File: src/cpsf_pkg.sv
// Package: status register layout, reset values and ALU op codes
`default_nettype none
package cpsf_pkg;
    localparam logic [7:0] CPSF_STATUS_ADDR  = 8'h03;
    localparam int         CPSF_BANK_BIT     = 5;
    localparam int         CPSF_EXPIRY_BIT   = 4;
    localparam int         CPSF_SLEEP_BIT    = 3;
    localparam int         CPSF_ZERO_BIT     = 2;
    localparam int         CPSF_NIBBLE_BIT   = 1;
    localparam int         CPSF_CARRY_BIT    = 0;
    localparam logic       CPSF_BANK_RST     = 1'h0;
    localparam logic       CPSF_EXPIRY_RST   = 1'h1;
    localparam logic       CPSF_SLEEP_RST    = 1'h1;
    localparam logic [2:0] CPSF_ALU_FLAG_RST = 3'h0;
    localparam logic [6:0] CPSF_DIRECT_MASK  = 7'h7F;

    typedef enum logic [3:0] {
        CPSF_OP_NONE,
        CPSF_OP_ADD,
        CPSF_OP_SUB,
        CPSF_OP_AND,
        CPSF_OP_IOR,
        CPSF_OP_XOR,
        CPSF_OP_PASS_A,
        CPSF_OP_PASS_B,
        CPSF_OP_COMPLEMENT,
        CPSF_OP_ROTATE_RIGHT,
        CPSF_OP_ROTATE_LEFT,
        CPSF_OP_NIBBLE_SWAP,
        CPSF_OP_CLEAR
    } cpsf_alu_op_t;

    typedef struct packed {
        logic zero;
        logic nibble;
        logic carry;
    } cpsf_alu_flags_t;

    typedef struct packed {
        logic         valid;
        cpsf_alu_op_t op;
        logic [7:0]   a;
        logic [7:0]   b;
        logic         carry_in;
        logic         sets_zero;
        logic         sets_arith;
        logic         sets_carry;
    } cpsf_alu_req_t;

    typedef struct packed {
        logic       write;
        logic [7:0] addr;
        logic [7:0] data;
    } cpsf_file_wr_t;
endpackage
`default_nettype wire

File: src/cpsf_alu.sv
// ALU datapath that produces the result byte and the three result flags
`default_nettype none
module cpsf_alu
    import cpsf_pkg::*;
(
    input  wire cpsf_alu_req_t   req_in,
    output var  logic [7:0]      result_out,
    output var  cpsf_alu_flags_t flags_out
);
    logic [7:0] operand_b;
    logic       carry_seed;
    logic [4:0] low_sum;
    logic [8:0] full_sum;
    logic       is_arith;
    logic       is_sub;

    // subtract as add of two's complement
    assign is_sub     = (req_in.op == CPSF_OP_SUB);
    assign is_arith   = (req_in.op == CPSF_OP_ADD) || is_sub;
    assign operand_b  = is_sub ? ~req_in.b : req_in.b;
    assign carry_seed = is_sub;
    assign low_sum  = {1'b0, req_in.a[3:0]} + {1'b0, operand_b[3:0]} + {4'h0, carry_seed};
    assign full_sum = {1'b0, req_in.a} + {1'b0, operand_b} + {8'h00, carry_seed};

    always_comb begin
        result_out        = 8'h00;
        flags_out.carry   = req_in.carry_in;
        flags_out.nibble  = low_sum[4];
        case (req_in.op)
            CPSF_OP_ADD, CPSF_OP_SUB: begin
                result_out      = full_sum[7:0];
                flags_out.carry = full_sum[8];
            end
            CPSF_OP_AND:         result_out = req_in.a & req_in.b;
            CPSF_OP_IOR:         result_out = req_in.a | req_in.b;
            CPSF_OP_XOR:         result_out = req_in.a ^ req_in.b;
            CPSF_OP_PASS_A:      result_out = req_in.a;
            CPSF_OP_PASS_B:      result_out = req_in.b;
            CPSF_OP_COMPLEMENT:  result_out = ~req_in.a;
            // rotate loads carry from shifted-out bit
            CPSF_OP_ROTATE_RIGHT: begin
                result_out      = {req_in.carry_in, req_in.a[7:1]};
                flags_out.carry = req_in.a[0];
            end
            CPSF_OP_ROTATE_LEFT: begin
                result_out      = {req_in.a[6:0], req_in.carry_in};
                flags_out.carry = req_in.a[7];
            end
            CPSF_OP_NIBBLE_SWAP: result_out = {req_in.a[3:0], req_in.a[7:4]};
            CPSF_OP_CLEAR:       result_out = 8'h00;
            default:             result_out = 8'h00;
        endcase
        if (!is_arith) begin
            flags_out.nibble = 1'b0;
        end
        flags_out.zero = (result_out == 8'h00);
    end
endmodule
`default_nettype wire

File: src/cpsf_bank_map.sv
// Direct address to bank-qualified data memory address, registered
`default_nettype none
module cpsf_bank_map
    import cpsf_pkg::*;
(
    input  wire  logic       core_clk_in,
    input  wire  logic       resetn_in,
    input  wire  logic       bank_in,
    input  wire  logic [6:0] direct_addr_in,
    output var   logic [7:0] mem_addr_out
);
    logic [7:0] mem_addr_d;

    // bank bit forms address bit 7
    assign mem_addr_d = {bank_in, direct_addr_in & CPSF_DIRECT_MASK};

    always_ff @(posedge core_clk_in or negedge resetn_in) begin
        if (!resetn_in) begin
            mem_addr_out <= 8'h00;
        end else begin
            mem_addr_out <= mem_addr_d;
        end
    end
endmodule
`default_nettype wire

File: src/cpsf_status_reg.sv
// Processor status register: flags, reset-cause bits and bank select
`default_nettype none
module cpsf_status_reg
    import cpsf_pkg::*;
(
    input  wire  logic            core_clk_in,
    input  wire  logic            resetn_in,
    input  wire  cpsf_alu_req_t   alu_req_in,
    input  wire  cpsf_file_wr_t   file_wr_in,
    input  wire  logic            watchdog_clear_op_in,
    input  wire  logic            sleep_op_in,
    input  wire  logic            watchdog_timeout_in,
    input  wire  logic [6:0]      direct_addr_in,
    output var   logic [7:0]      status_out,
    output var   logic [7:0]      alu_result_out,
    output var   cpsf_alu_flags_t alu_flags_out,
    output var   logic [7:0]      mem_addr_out
);
    logic [1:0]      reserved_q;
    logic [1:0]      reserved_d;
    logic            bank_q;
    logic            bank_d;
    logic            expiry_q;
    logic            expiry_d;
    logic            sleep_q;
    logic            sleep_d;
    cpsf_alu_flags_t flags_q;
    cpsf_alu_flags_t flags_d;
    logic [7:0]      result;
    cpsf_alu_flags_t flags_new;
    cpsf_alu_req_t   alu_req;
    logic            hit;
    logic            alu_owns_flags;
    logic [7:0]      wdata;
    logic            timeout_meta_q;
    logic            timeout_sync_q;

    // Carry-in comes from the live carry flag
    always_comb begin
        alu_req          = alu_req_in;
        alu_req.carry_in = flags_q.carry;
    end

    cpsf_alu u_alu (
        .req_in     (alu_req),
        .result_out (result),
        .flags_out  (flags_new)
    );

    cpsf_bank_map u_bank_map (
        .core_clk_in    (core_clk_in),
        .resetn_in      (resetn_in),
        .bank_in        (bank_q),
        .direct_addr_in (direct_addr_in),
        .mem_addr_out   (mem_addr_out)
    );

    // status reachable as any file destination
    assign hit   = file_wr_in.write && (file_wr_in.addr[6:0] == CPSF_STATUS_ADDR[6:0]);
    assign wdata = file_wr_in.data;
    // any flag-affecting op blocks all three flag writes
    assign alu_owns_flags = alu_req_in.valid
                            && (alu_req_in.sets_zero || alu_req_in.sets_arith
                                || alu_req_in.sets_carry);

    // reserved bits are kept as software writes them
    assign reserved_d = hit ? wdata[7:6] : reserved_q;
    // zeroing op clears bank via written zero
    assign bank_d     = hit ? wdata[CPSF_BANK_BIT] : bank_q;

    // written data never reaches reset-cause flags
    // expiry flag, timeout clears with priority
    assign expiry_d = timeout_sync_q ? 1'b0 :
                      (watchdog_clear_op_in || sleep_op_in) ? 1'b1 : expiry_q;
    // sleep flag set by clear, cleared by sleep
    assign sleep_d  = sleep_op_in ? 1'b0 :
                      watchdog_clear_op_in ? 1'b1 : sleep_q;

    // flag updates from ALU override written data
    always_comb begin
        flags_d = flags_q;
        if (hit && !alu_owns_flags) begin
            flags_d.zero   = wdata[CPSF_ZERO_BIT];
            flags_d.nibble = wdata[CPSF_NIBBLE_BIT];
            flags_d.carry  = wdata[CPSF_CARRY_BIT];
        end
        if (alu_req_in.valid && alu_req_in.sets_zero) begin
            flags_d.zero = flags_new.zero;
        end
        if (alu_req_in.valid && alu_req_in.sets_arith) begin
            flags_d.nibble = flags_new.nibble;
        end
        if (alu_req_in.valid && alu_req_in.sets_carry) begin
            flags_d.carry = flags_new.carry;
        end
    end

    // Timeout comes from the watchdog oscillator domain
    always_ff @(posedge core_clk_in or negedge resetn_in) begin
        if (!resetn_in) begin
            timeout_meta_q <= 1'b0;
            timeout_sync_q <= 1'b0;
        end else begin
            timeout_meta_q <= watchdog_timeout_in;
            timeout_sync_q <= timeout_meta_q;
        end
    end

    always_ff @(posedge core_clk_in or negedge resetn_in) begin
        if (!resetn_in) begin
            reserved_q <= 2'h0;
            bank_q     <= CPSF_BANK_RST;
            expiry_q   <= CPSF_EXPIRY_RST;
            sleep_q    <= CPSF_SLEEP_RST;
            flags_q    <= CPSF_ALU_FLAG_RST;
        end else begin
            reserved_q <= reserved_d;
            bank_q     <= bank_d;
            expiry_q   <= expiry_d;
            sleep_q    <= sleep_d;
            flags_q    <= flags_d;
        end
    end

    always_ff @(posedge core_clk_in or negedge resetn_in) begin
        if (!resetn_in) begin
            status_out     <= 8'h18;
            alu_result_out <= 8'h00;
            alu_flags_out  <= CPSF_ALU_FLAG_RST;
        end else begin
            status_out     <= {reserved_d, bank_d, expiry_d, sleep_d,
                               flags_d.zero, flags_d.nibble, flags_d.carry};
            alu_result_out <= result;
            alu_flags_out  <= flags_new;
        end
    end
endmodule
`default_nettype wire

File: config.mk
export PLATFORM = sky130hd
export DESIGN_NAME = cpsf_status_reg
export DESIGN_NICKNAME = d
export VERILOG_FILES = /design/src/cpsf_pkg.sv /design/src/cpsf_alu.sv /design/src/cpsf_bank_map.sv /design/src/cpsf_status_reg.sv
export SDC_FILE = /design/constraint.sdc
export NUM_CORES = 1
export LEC_CHECK = 0
export BUFFER_PORTS_ARGS = -buffer_cell sky130_fd_sc_hd__buf_2
export CAP_MARGIN = 25
export CORE_MARGIN = 2
export CORE_UTILIZATION = 46
export DETAILED_ROUTE_END_ITERATION = 10
export PLACE_DENSITY_LB_ADDON = 0.2
export SLEW_MARGIN = 20
export SYNTH_ARGS = -nofsm -noshare
export SYNTH_HDL_FRONTEND = slang
export SYNTH_SLANG_ARGS = --single-unit
File: constraint.sdc
create_clock -name core_clk_in -period 2.1 [get_ports core_clk_in]
set_input_delay 0.105 -clock core_clk_in [delete_from_list [all_inputs] [get_ports core_clk_in]]
set_output_delay 0.105 -clock core_clk_in [all_outputs]
set_load 0.05 [all_outputs]
==> impl_metrics.prom, run 1 <==
# TYPE chip_impl_metric gauge
chip_impl_info{name="outcome",value="finished with violations"} 1
chip_impl_info{name="violated_checks",value="negative setup slack"} 1
chip_impl_info{name="startpoint_type",value="primary input"} 1
chip_impl_metric{name="core",unit="um2"} 5040
chip_impl_metric{name="share_of_post_route_cells_with_drive_strength_above_1",unit=""} 0.469
chip_impl_info{name="setup.worst_path.end_class",value="flip-flop"} 1
chip_impl_metric{name="timing.slew.headroom",unit=""} 0.596
chip_impl_metric{name="path_max_fanout",unit=""} 3
chip_impl_metric{name="tns",unit="ns"} -1.39
chip_impl_metric{name="worst-slew-pin-transition",unit="ns"} 0.606
chip_impl_metric{name="drt_first_pass_iters",unit=""} 4
chip_impl_metric{name="cp_data_arrival_time",unit="ns"} 2.79
chip_impl_metric{name="fp.dieW",unit="um"} 76
chip_impl_metric{name="grt_max_degree",unit=""} 33
chip_impl_metric{name="portBuffers",unit=""} 76
chip_impl_metric{name="starting_density_of_the_core",unit=""} 0.473
chip_impl_info{name="path_class",value="primary input to flip-flop"} 1
chip_impl_metric{name="die_h",unit="um"} 76
chip_impl_info{name="cts_tree",value="built"} 1
chip_impl_metric{name="holdWs",unit="ns"} 0.0649
chip_impl_metric{name="asyncSetResetFlopFracSynth",unit=""} 1.00
chip_impl_metric{name="ys_ff_latch",unit=""} 29
chip_impl_metric{name="fmax",unit="MHz"} 385
chip_impl_metric{name="synthesized_nets",unit=""} 348
chip_impl_metric{name="leakagePower",unit="nW"} 1.94
chip_impl_metric{name="routed_wl",unit="mm"} 7.95
chip_impl_metric{name="min_period",unit="ns"} 2.60
chip_impl_metric{name="clock_sinks",unit=""} 29
chip_impl_metric{name="cts.clk_slew.worst_paths",unit="ns"} 0.06
chip_impl_metric{name="worstPathRequired",unit="ns"} 2.29
chip_impl_info{name="root_buffer",value="sky130_fd_sc_hd__clkbuf_8"} 1
chip_impl_metric{name="remaining_global_route_overflow",unit=""} 0
chip_impl_metric{name="ant_nets",unit=""} 0
chip_impl_metric{name="grt_util_all_layers",unit=""} 0.285
chip_impl_metric{name="clock_tree.htree_level_count",unit=""} 2
chip_impl_metric{name="post_dp_cell_area",unit="um2"} 3350
chip_impl_metric{name="synthDistinctLibCells",unit=""} 59
chip_impl_metric{name="portion_of_the_clock_cycle_consumed_by_the_worst_path_in_the_final_layout",unit=""} 1.24
chip_impl_metric{name="place_hpwl",unit="mm"} 5.45
chip_impl_metric{name="maxCapViolations",unit=""} 0
chip_impl_metric{name="design.die.area",unit="um2"} 5780
chip_impl_metric{name="grt_pass1_vias",unit=""} 2684
chip_impl_metric{name="nNetsFinal",unit=""} 499
chip_impl_metric{name="power-per-cell-area",unit="nW/um2"} 592
chip_impl_metric{name="antennaDiodeCount",unit=""} 0
chip_impl_metric{name="io_pins",unit=""} 81
chip_impl_metric{name="syn_to_final_growth",unit="%"} 60.4
chip_impl_metric{name="final-max-slew-violation-count",unit=""} 0
chip_impl_metric{name="synth_warnings",unit=""} 0
chip_impl_metric{name="wire_per_inst",unit="um"} 16.3
chip_impl_metric{name="final_setup_violation_count",unit=""} 5
chip_impl_metric{name="detail_route.drc_violations",unit=""} 0
chip_impl_metric{name="number_of_clock_buffers_inserted_by_tritoncts",unit=""} 5
chip_impl_metric{name="via_count",unit=""} 2656
chip_impl_metric{name="synth-edff-count",unit=""} 0
chip_impl_info{name="rsz_0062_raised_after_global_routing",value="true"} 1
chip_impl_metric{name="place_ws",unit="ns"} -0.832
chip_impl_info{name="layout_common_cells",value="sky130_fd_sc_hd__buf_2, sky130_fd_sc_hd__buf_4, sky130_fd_sc_hd__dfrtp_1"} 1
chip_impl_metric{name="detail_route.iter0.violations",unit=""} 184
chip_impl_metric{name="vdd_drop_max",unit="uV"} 417
chip_impl_metric{name="finalClockSkew",unit="ns"} 0.00289
chip_impl_info{name="dominantRegCellSynth",value="sky130_fd_sc_hd__dfrtp_1"} 1
chip_impl_metric{name="cts.path.max_buffers",unit=""} 2
chip_impl_metric{name="place_congestion",unit=""} 0.876
chip_impl_metric{name="global_route_wire_length_before_repair",unit="mm"} 13.2
chip_impl_info{name="layout.cells.most_common",value="sky130_fd_sc_hd__buf_2"} 1
chip_impl_metric{name="finalHoldViolCount",unit=""} 0
chip_impl_metric{name="synth_sequential_area_ratio",unit=""} 0.305
chip_impl_metric{name="grt_antenna_before_repair",unit=""} 0
chip_impl_info{name="hold_path.class",value="primary input to flip-flop"} 1
chip_impl_metric{name="vias_per_cell",unit=""} 5.44
chip_impl_metric{name="final_critical_path_setup_slack",unit="ns"} -0.498
chip_impl_metric{name="clk_latency",unit="ns"} 0.27
chip_impl_metric{name="placement_rows",unit=""} 26
chip_impl_metric{name="syn_area",unit="um2"} 2380
chip_impl_metric{name="avgSynthCellArea",unit="um2"} 8.97
chip_impl_metric{name="finish.instance_area",unit="um2"} 3820
chip_impl_metric{name="synthCells",unit=""} 266
-- stage by stage --
step | instances | util | power (mW)
2_1_floorplan | 266 | - | 1.15
3_3_place_gp | 463 | 0.665 | 1.47
3_5_place_dp | 463 | 0.665 | 1.48
4_1_cts | 487 | 0.742 | 2.21
5_1_grt | 488 | 0.759 | 2.37
6_report | 488 | 0.759 | 2.26
-- worst max-delay path, stage by stage --
cell                        delay (ns)
sky130_fd_sc_hd__buf_12           0.11
sky130_fd_sc_hd__inv_12           0.04
sky130_fd_sc_hd__ha_4             0.17
sky130_fd_sc_hd__nand4bb_1        0.14
sky130_fd_sc_hd__a21boi_4         0.17
sky130_fd_sc_hd__fa_2             0.38
sky130_fd_sc_hd__nand2b_4         0.17
sky130_fd_sc_hd__a32oi_2          0.26
sky130_fd_sc_hd__a31oi_2          0.15
sky130_fd_sc_hd__or3_1            0.37
sky130_fd_sc_hd__or4b_4           0.57
sky130_fd_sc_hd__o31ai_4          0.17
-- layer usage --
metal  routed length, um  vias up  track usage
li1                    -     1271            -
met1                3270     1260        0.358
met2                4020      110        0.496
met3                 484       15       0.0403
met4                 172        0        0.113
met5                   0        -            0
-- kinds of logic (layout without fill, tap and decap cells) --
group                    after synthesis  in the layout  synth area share
multiplexers                           9              9            0.0504
buffers and inverters                 41            193            0.0729
AO/OA/AOI/OAI                         84             84             0.244
AND/OR/NAND/NOR                       65             65             0.140
XOR/XNOR                              10             10            0.0367
flip-flops                            29             29             0.305
adder cells (fa/ha/maj)               28             28             0.150
-- path summary, 6_finish.rpt --
kind	startpoint	endpoint	slack [ns]	cells after the start
max	alu_req_in[23]	status_out[2]$_DFFE_PN0P_	-0.50	12
min	file_wr_in[6]	status_out[6]$_DFFE_PN0P_	0.06	2
max reg2reg	status_out[0]$_DFFE_PN0P_	status_out[2]$_DFFE_PN0P_	-0.01	6
min reg2reg	timeout_meta_q$_DFF_PN0_	timeout_sync_q$_DFF_PN0_	0.35	0
max in group asynchronous	resetn_in	alu_result_out[2]$_DFF_PN0_	1.33	2
min in group asynchronous	resetn_in	u_bank_map.mem_addr_out[4]$_DFF_PN0_	0.37	2
-- sequential cells by signal (all words and copies together), names as in the netlist --
register,cells
alu_result_out,8
u_bank_map.mem_addr_out,8
status_out,7
alu_flags_out,3
reserved_q,1
timeout_meta_q,1
timeout_sync_q,1
-- final cells by class --
type,count,area [um2]
Fill cell,350,1220
Tap cell,70,87.6
Clock inverter,3,65.1
Sequential cell,29,728
Multi-Input combinational cell,196,1680
Clock buffer,5,68.8
Inverter,27,119
Timing Repair Buffer,158,1070
-- repair_timing --
action | in CTS | in global routing
resized for setup | 24 | 11
endpoints found under the hold margin | 36 | 0
hold buffers | 10 | 0
buffers inserted | 7 | 1
pin swaps | 24 | 11
endpoints found under the setup margin | 5 | 5
-- where the power goes --
group	switching [mW]	internal (mW)
logic	0.562	0.399
clock network	0.200	0.471
registers	0.0185	0.614
-- Yosys cell counts (all sizes together), types with 5 or more instances --
master,number,area share
ha,27,0.14
xnor2,9,0.033
nand3,6,0.013
o21ai,11,0.023
a21oi,18,0.038
nand2,16,0.025
nor2b,6,0.016
a31oi,8,0.021
nand2b,6,0.016
a211oi,5,0.016
a221oi,5,0.018
inv,27,0.042
dfrtp,27,0.28
buf,10,0.024
nor2,16,0.026
a22oi,8,0.025
Note: power is estimated with default switching activity, not from simulation.
==> run 2, diff against run 1 <==
HOLD_SLACK_MARGIN = 0.03   (was not set)
TNS_END_PERCENT = 10   (was not set)
==> run 2 against run 1 <==
Compared with the run above:
- the flow still finishes with violations (negative setup slack)
- sequential share of layout area rose by 0.90 points
- final area down 4.5%
- non-clock buffer count fell by 5
- total power fell by 6.8%
- hold slack improved by 0.0039 ns
- final cell count decreased by 1.0%
- fmax increased by 2.7%
- clock power down 14%
- register-to-register slack gained 0.03 ns
- critical path depth increased by 1
- global-route usage fell by 3.8 points
==> impl_metrics.prom, run 2 (synthesis results as in run 1) <==
# TYPE chip_impl_metric gauge
chip_impl_info{name="outcome",value="finished with violations"} 1
chip_impl_info{name="violated_checks",value="negative setup slack"} 1
chip_impl_metric{name="remaining_global_route_overflow",unit=""} 0
chip_impl_metric{name="total_power",unit="mW"} 2.11
chip_impl_metric{name="grt_antenna_before_repair",unit=""} 0
chip_impl_info{name="startpoint_type",value="primary input"} 1
chip_impl_metric{name="syn_to_final_growth",unit="%"} 53.1
chip_impl_metric{name="core",unit="um2"} 5040
chip_impl_metric{name="starting_density_of_the_core",unit=""} 0.473
chip_impl_metric{name="path_max_fanout",unit=""} 3
chip_impl_metric{name="cell_internal_pwr",unit="mW"} 1.37
chip_impl_metric{name="finalHoldViolCount",unit=""} 0
chip_impl_metric{name="dr_wl_met2",unit="mm"} 3.24
chip_impl_metric{name="final-max-slew-violation-count",unit=""} 0
chip_impl_metric{name="via_count",unit=""} 2591
chip_impl_metric{name="worstPathBufferInverterCount",unit=""} 3
chip_impl_metric{name="place_ws",unit="ns"} -0.783
chip_impl_metric{name="portion_of_the_clock_cycle_consumed_by_the_worst_path_in_the_final_layout",unit=""} 1.21
chip_impl_metric{name="final_setup_violation_count",unit=""} 5
chip_impl_metric{name="wire_per_inst",unit="um"} 14.4
chip_impl_info{name="root_buffer",value="sky130_fd_sc_hd__clkbuf_8"} 1
chip_impl_info{name="critical_path.cell_chain",value="buf_4, inv_12, ha_4, nand2_8, buf_4, xnor2_1, ha_2, nand2b_4, a32oi_1, a31oi_1, or3_1, or4b_4, o31ai_2"} 1
chip_impl_metric{name="place_congestion",unit=""} 0.967
chip_impl_metric{name="worst_path_largest_cell_delay",unit="ns"} 0.54
chip_impl_metric{name="finalClockSkew",unit="ns"} 0.00260
chip_impl_metric{name="power.sequential.fraction",unit=""} 0.300
chip_impl_metric{name="vias_per_cell",unit=""} 5.36
chip_impl_metric{name="met1Wirelength",unit="mm"} 2.96
chip_impl_info{name="path_class",value="primary input to flip-flop"} 1
chip_impl_metric{name="placement_rows",unit=""} 26
chip_impl_metric{name="grt_util_all_layers",unit=""} 0.246
chip_impl_metric{name="comb_power_share",unit=""} 0.427
chip_impl_metric{name="swShare",unit=""} 0.348
chip_impl_metric{name="place_hpwl",unit="mm"} 5.25
chip_impl_metric{name="final_critical_path_setup_slack",unit="ns"} -0.431
chip_impl_metric{name="clock_tree.htree_level_count",unit=""} 2
chip_impl_metric{name="die_h",unit="um"} 76
chip_impl_info{name="maxUsedRoutingLayer",value="met4"} 1
chip_impl_metric{name="nNetsFinal",unit=""} 494
chip_impl_metric{name="worstPathRequired",unit="ns"} 2.29
chip_impl_metric{name="cts.path.max_buffers",unit=""} 2
chip_impl_metric{name="post_dp_cell_area",unit="um2"} 3350
chip_impl_metric{name="cp_data_arrival_time",unit="ns"} 2.72
chip_impl_info{name="rsz_0062_raised_after_global_routing",value="true"} 1
chip_impl_metric{name="antennaDiodeCount",unit=""} 0
chip_impl_metric{name="cts.clk_slew.worst_paths",unit="ns"} 0.06
chip_impl_metric{name="grt_max_degree",unit=""} 33
chip_impl_metric{name="fp.dieW",unit="um"} 76
chip_impl_info{name="crit_path_top_delay_cell",value="sky130_fd_sc_hd__or4b_4"} 1
chip_impl_metric{name="portBuffers",unit=""} 76
chip_impl_metric{name="min_period",unit="ns"} 2.53
chip_impl_info{name="crit_top_cell",value="sky130_fd_sc_hd__buf_4"} 1
chip_impl_info{name="cts_tree",value="built"} 1
chip_impl_metric{name="met3_wirelength",unit="um"} 526
chip_impl_info{name="layout_common_cells",value="sky130_fd_sc_hd__buf_2, sky130_fd_sc_hd__buf_4, sky130_fd_sc_hd__dfrtp_1"} 1
chip_impl_metric{name="design.die.area",unit="um2"} 5780
chip_impl_metric{name="power-per-cell-area",unit="nW/um2"} 578
chip_impl_metric{name="clk_latency",unit="ns"} 0.27
chip_impl_metric{name="routed_wl",unit="mm"} 6.98
chip_impl_metric{name="clock_sinks",unit=""} 29
chip_impl_metric{name="detail_route.iter0.violations",unit=""} 91
chip_impl_metric{name="leakagePower",unit="nW"} 1.87
chip_impl_info{name="top_regs",value="alu_result_out (8), u_bank_map.mem_addr_out (8), status_out (7)"} 1
chip_impl_metric{name="timing.slew.headroom",unit=""} 0.607
chip_impl_info{name="layout.cells.most_common",value="sky130_fd_sc_hd__buf_2"} 1
chip_impl_metric{name="grt_pass1_vias",unit=""} 2486
chip_impl_metric{name="ant_nets",unit=""} 0
chip_impl_info{name="hold_path.class",value="primary input to flip-flop"} 1
chip_impl_metric{name="number_of_clock_buffers_inserted_by_tritoncts",unit=""} 5
chip_impl_info{name="setup.worst_path.end_class",value="flip-flop"} 1
chip_impl_metric{name="net-switching-power",unit="mW"} 0.735
chip_impl_metric{name="detail_route.drc_violations",unit=""} 0
chip_impl_metric{name="finish.instance_area",unit="um2"} 3650
chip_impl_metric{name="worst-slew-pin-transition",unit="ns"} 0.589
chip_impl_metric{name="maxCapViolations",unit=""} 0
chip_impl_metric{name="io_pins",unit=""} 81
chip_impl_metric{name="drt_first_pass_iters",unit=""} 4
chip_impl_metric{name="vdd_drop_max",unit="uV"} 480
chip_impl_metric{name="share_of_post_route_cells_with_drive_strength_above_1",unit=""} 0.448
chip_impl_metric{name="fmax",unit="MHz"} 395
chip_impl_info{name="path_delay_family",value="simple AND/OR/NAND/NOR gates"} 1
chip_impl_metric{name="global_route_wire_length_before_repair",unit="mm"} 11.6
chip_impl_metric{name="clock_power_share",unit=""} 0.273
run 2: through the flow:
step                instances  hold slack, ns  TNS (ns)   util
floorplan                 266          -0.191     -1.55      -
global placement          463           0.140     -3.70  0.665
detailed placement        463           0.143     -4.15  0.665
CTS                       483          0.0655     -1.05  0.717
global route              483          0.0638     -1.66  0.724
finish                    483          0.0688     -1.21  0.724
run 2: worst reg2reg max path: cells and delay by family (launching register included):
| kind | cells | cell delay, ns |
|---|---|---|
| muxes | 1 | 0.25 |
| AOI/OAI and AO/OA | 3 | 0.43 |
| and+or+nand+nor | 2 | 0.94 |
| DFF | 1 | 0.38 |
run 2: what timing repair did:
item	in CTS	in global routing
resized for setup	8	7
hold buffers	10	0
hold endpoints to repair	36	0
pin swaps	12	4
endpoints found under the setup margin	5	7
buffers inserted	2	0
run 2: layout make-up:
type	count	area, um2
clock buffers	7	86.3
clock inverters	1	30.0
fillers	376	1390
inverters	27	119
multi-input cells	196	1600
flip-flops and latches	29	728
well taps	70	87.6
repair buffers	153	998
run 2: path summary, 6_finish.rpt:
check / endpoint / start / slack [ns] / cells after the start
worst max register to register: status_out[2]$_DFFE_PN0P_ / status_out[0]$_DFFE_PN0P_ / 0.02 / 6
min in group asynchronous: u_bank_map.mem_addr_out[1]$_DFF_PN0_ / resetn_in / 0.38 / 2
worst min register to register: timeout_sync_q$_DFF_PN0_ / timeout_meta_q$_DFF_PN0_ / 0.37 / 0
worst max-delay path: status_out[2]$_DFFE_PN0P_ / alu_req_in[23] / -0.43 / 13
worst min-delay path: status_out[6]$_DFFE_PN0P_ / file_wr_in[6] / 0.07 / 2
max in group asynchronous: alu_result_out[1]$_DFF_PN0_ / resetn_in / 1.33 / 2
run 2: power groups by stage:
stage | logic [mW] | registers, mW | clock network, mW
finish | 0.901 | 0.634 | 0.575
global route | 0.967 | 0.639 | 0.620
CTS | 0.882 | 0.632 | 0.586
detailed placement | 0.840 | 0.640 | 0
global placement | 0.831 | 0.640 | 0
floorplan | 0.336 | 0.817 | 0
run 2: layer usage:
layer  up-vias  GRT usage
met2       131      0.408
met5         -          0
met1      1173      0.315
met3        31     0.0427
li1       1256          -
met4         0      0.116
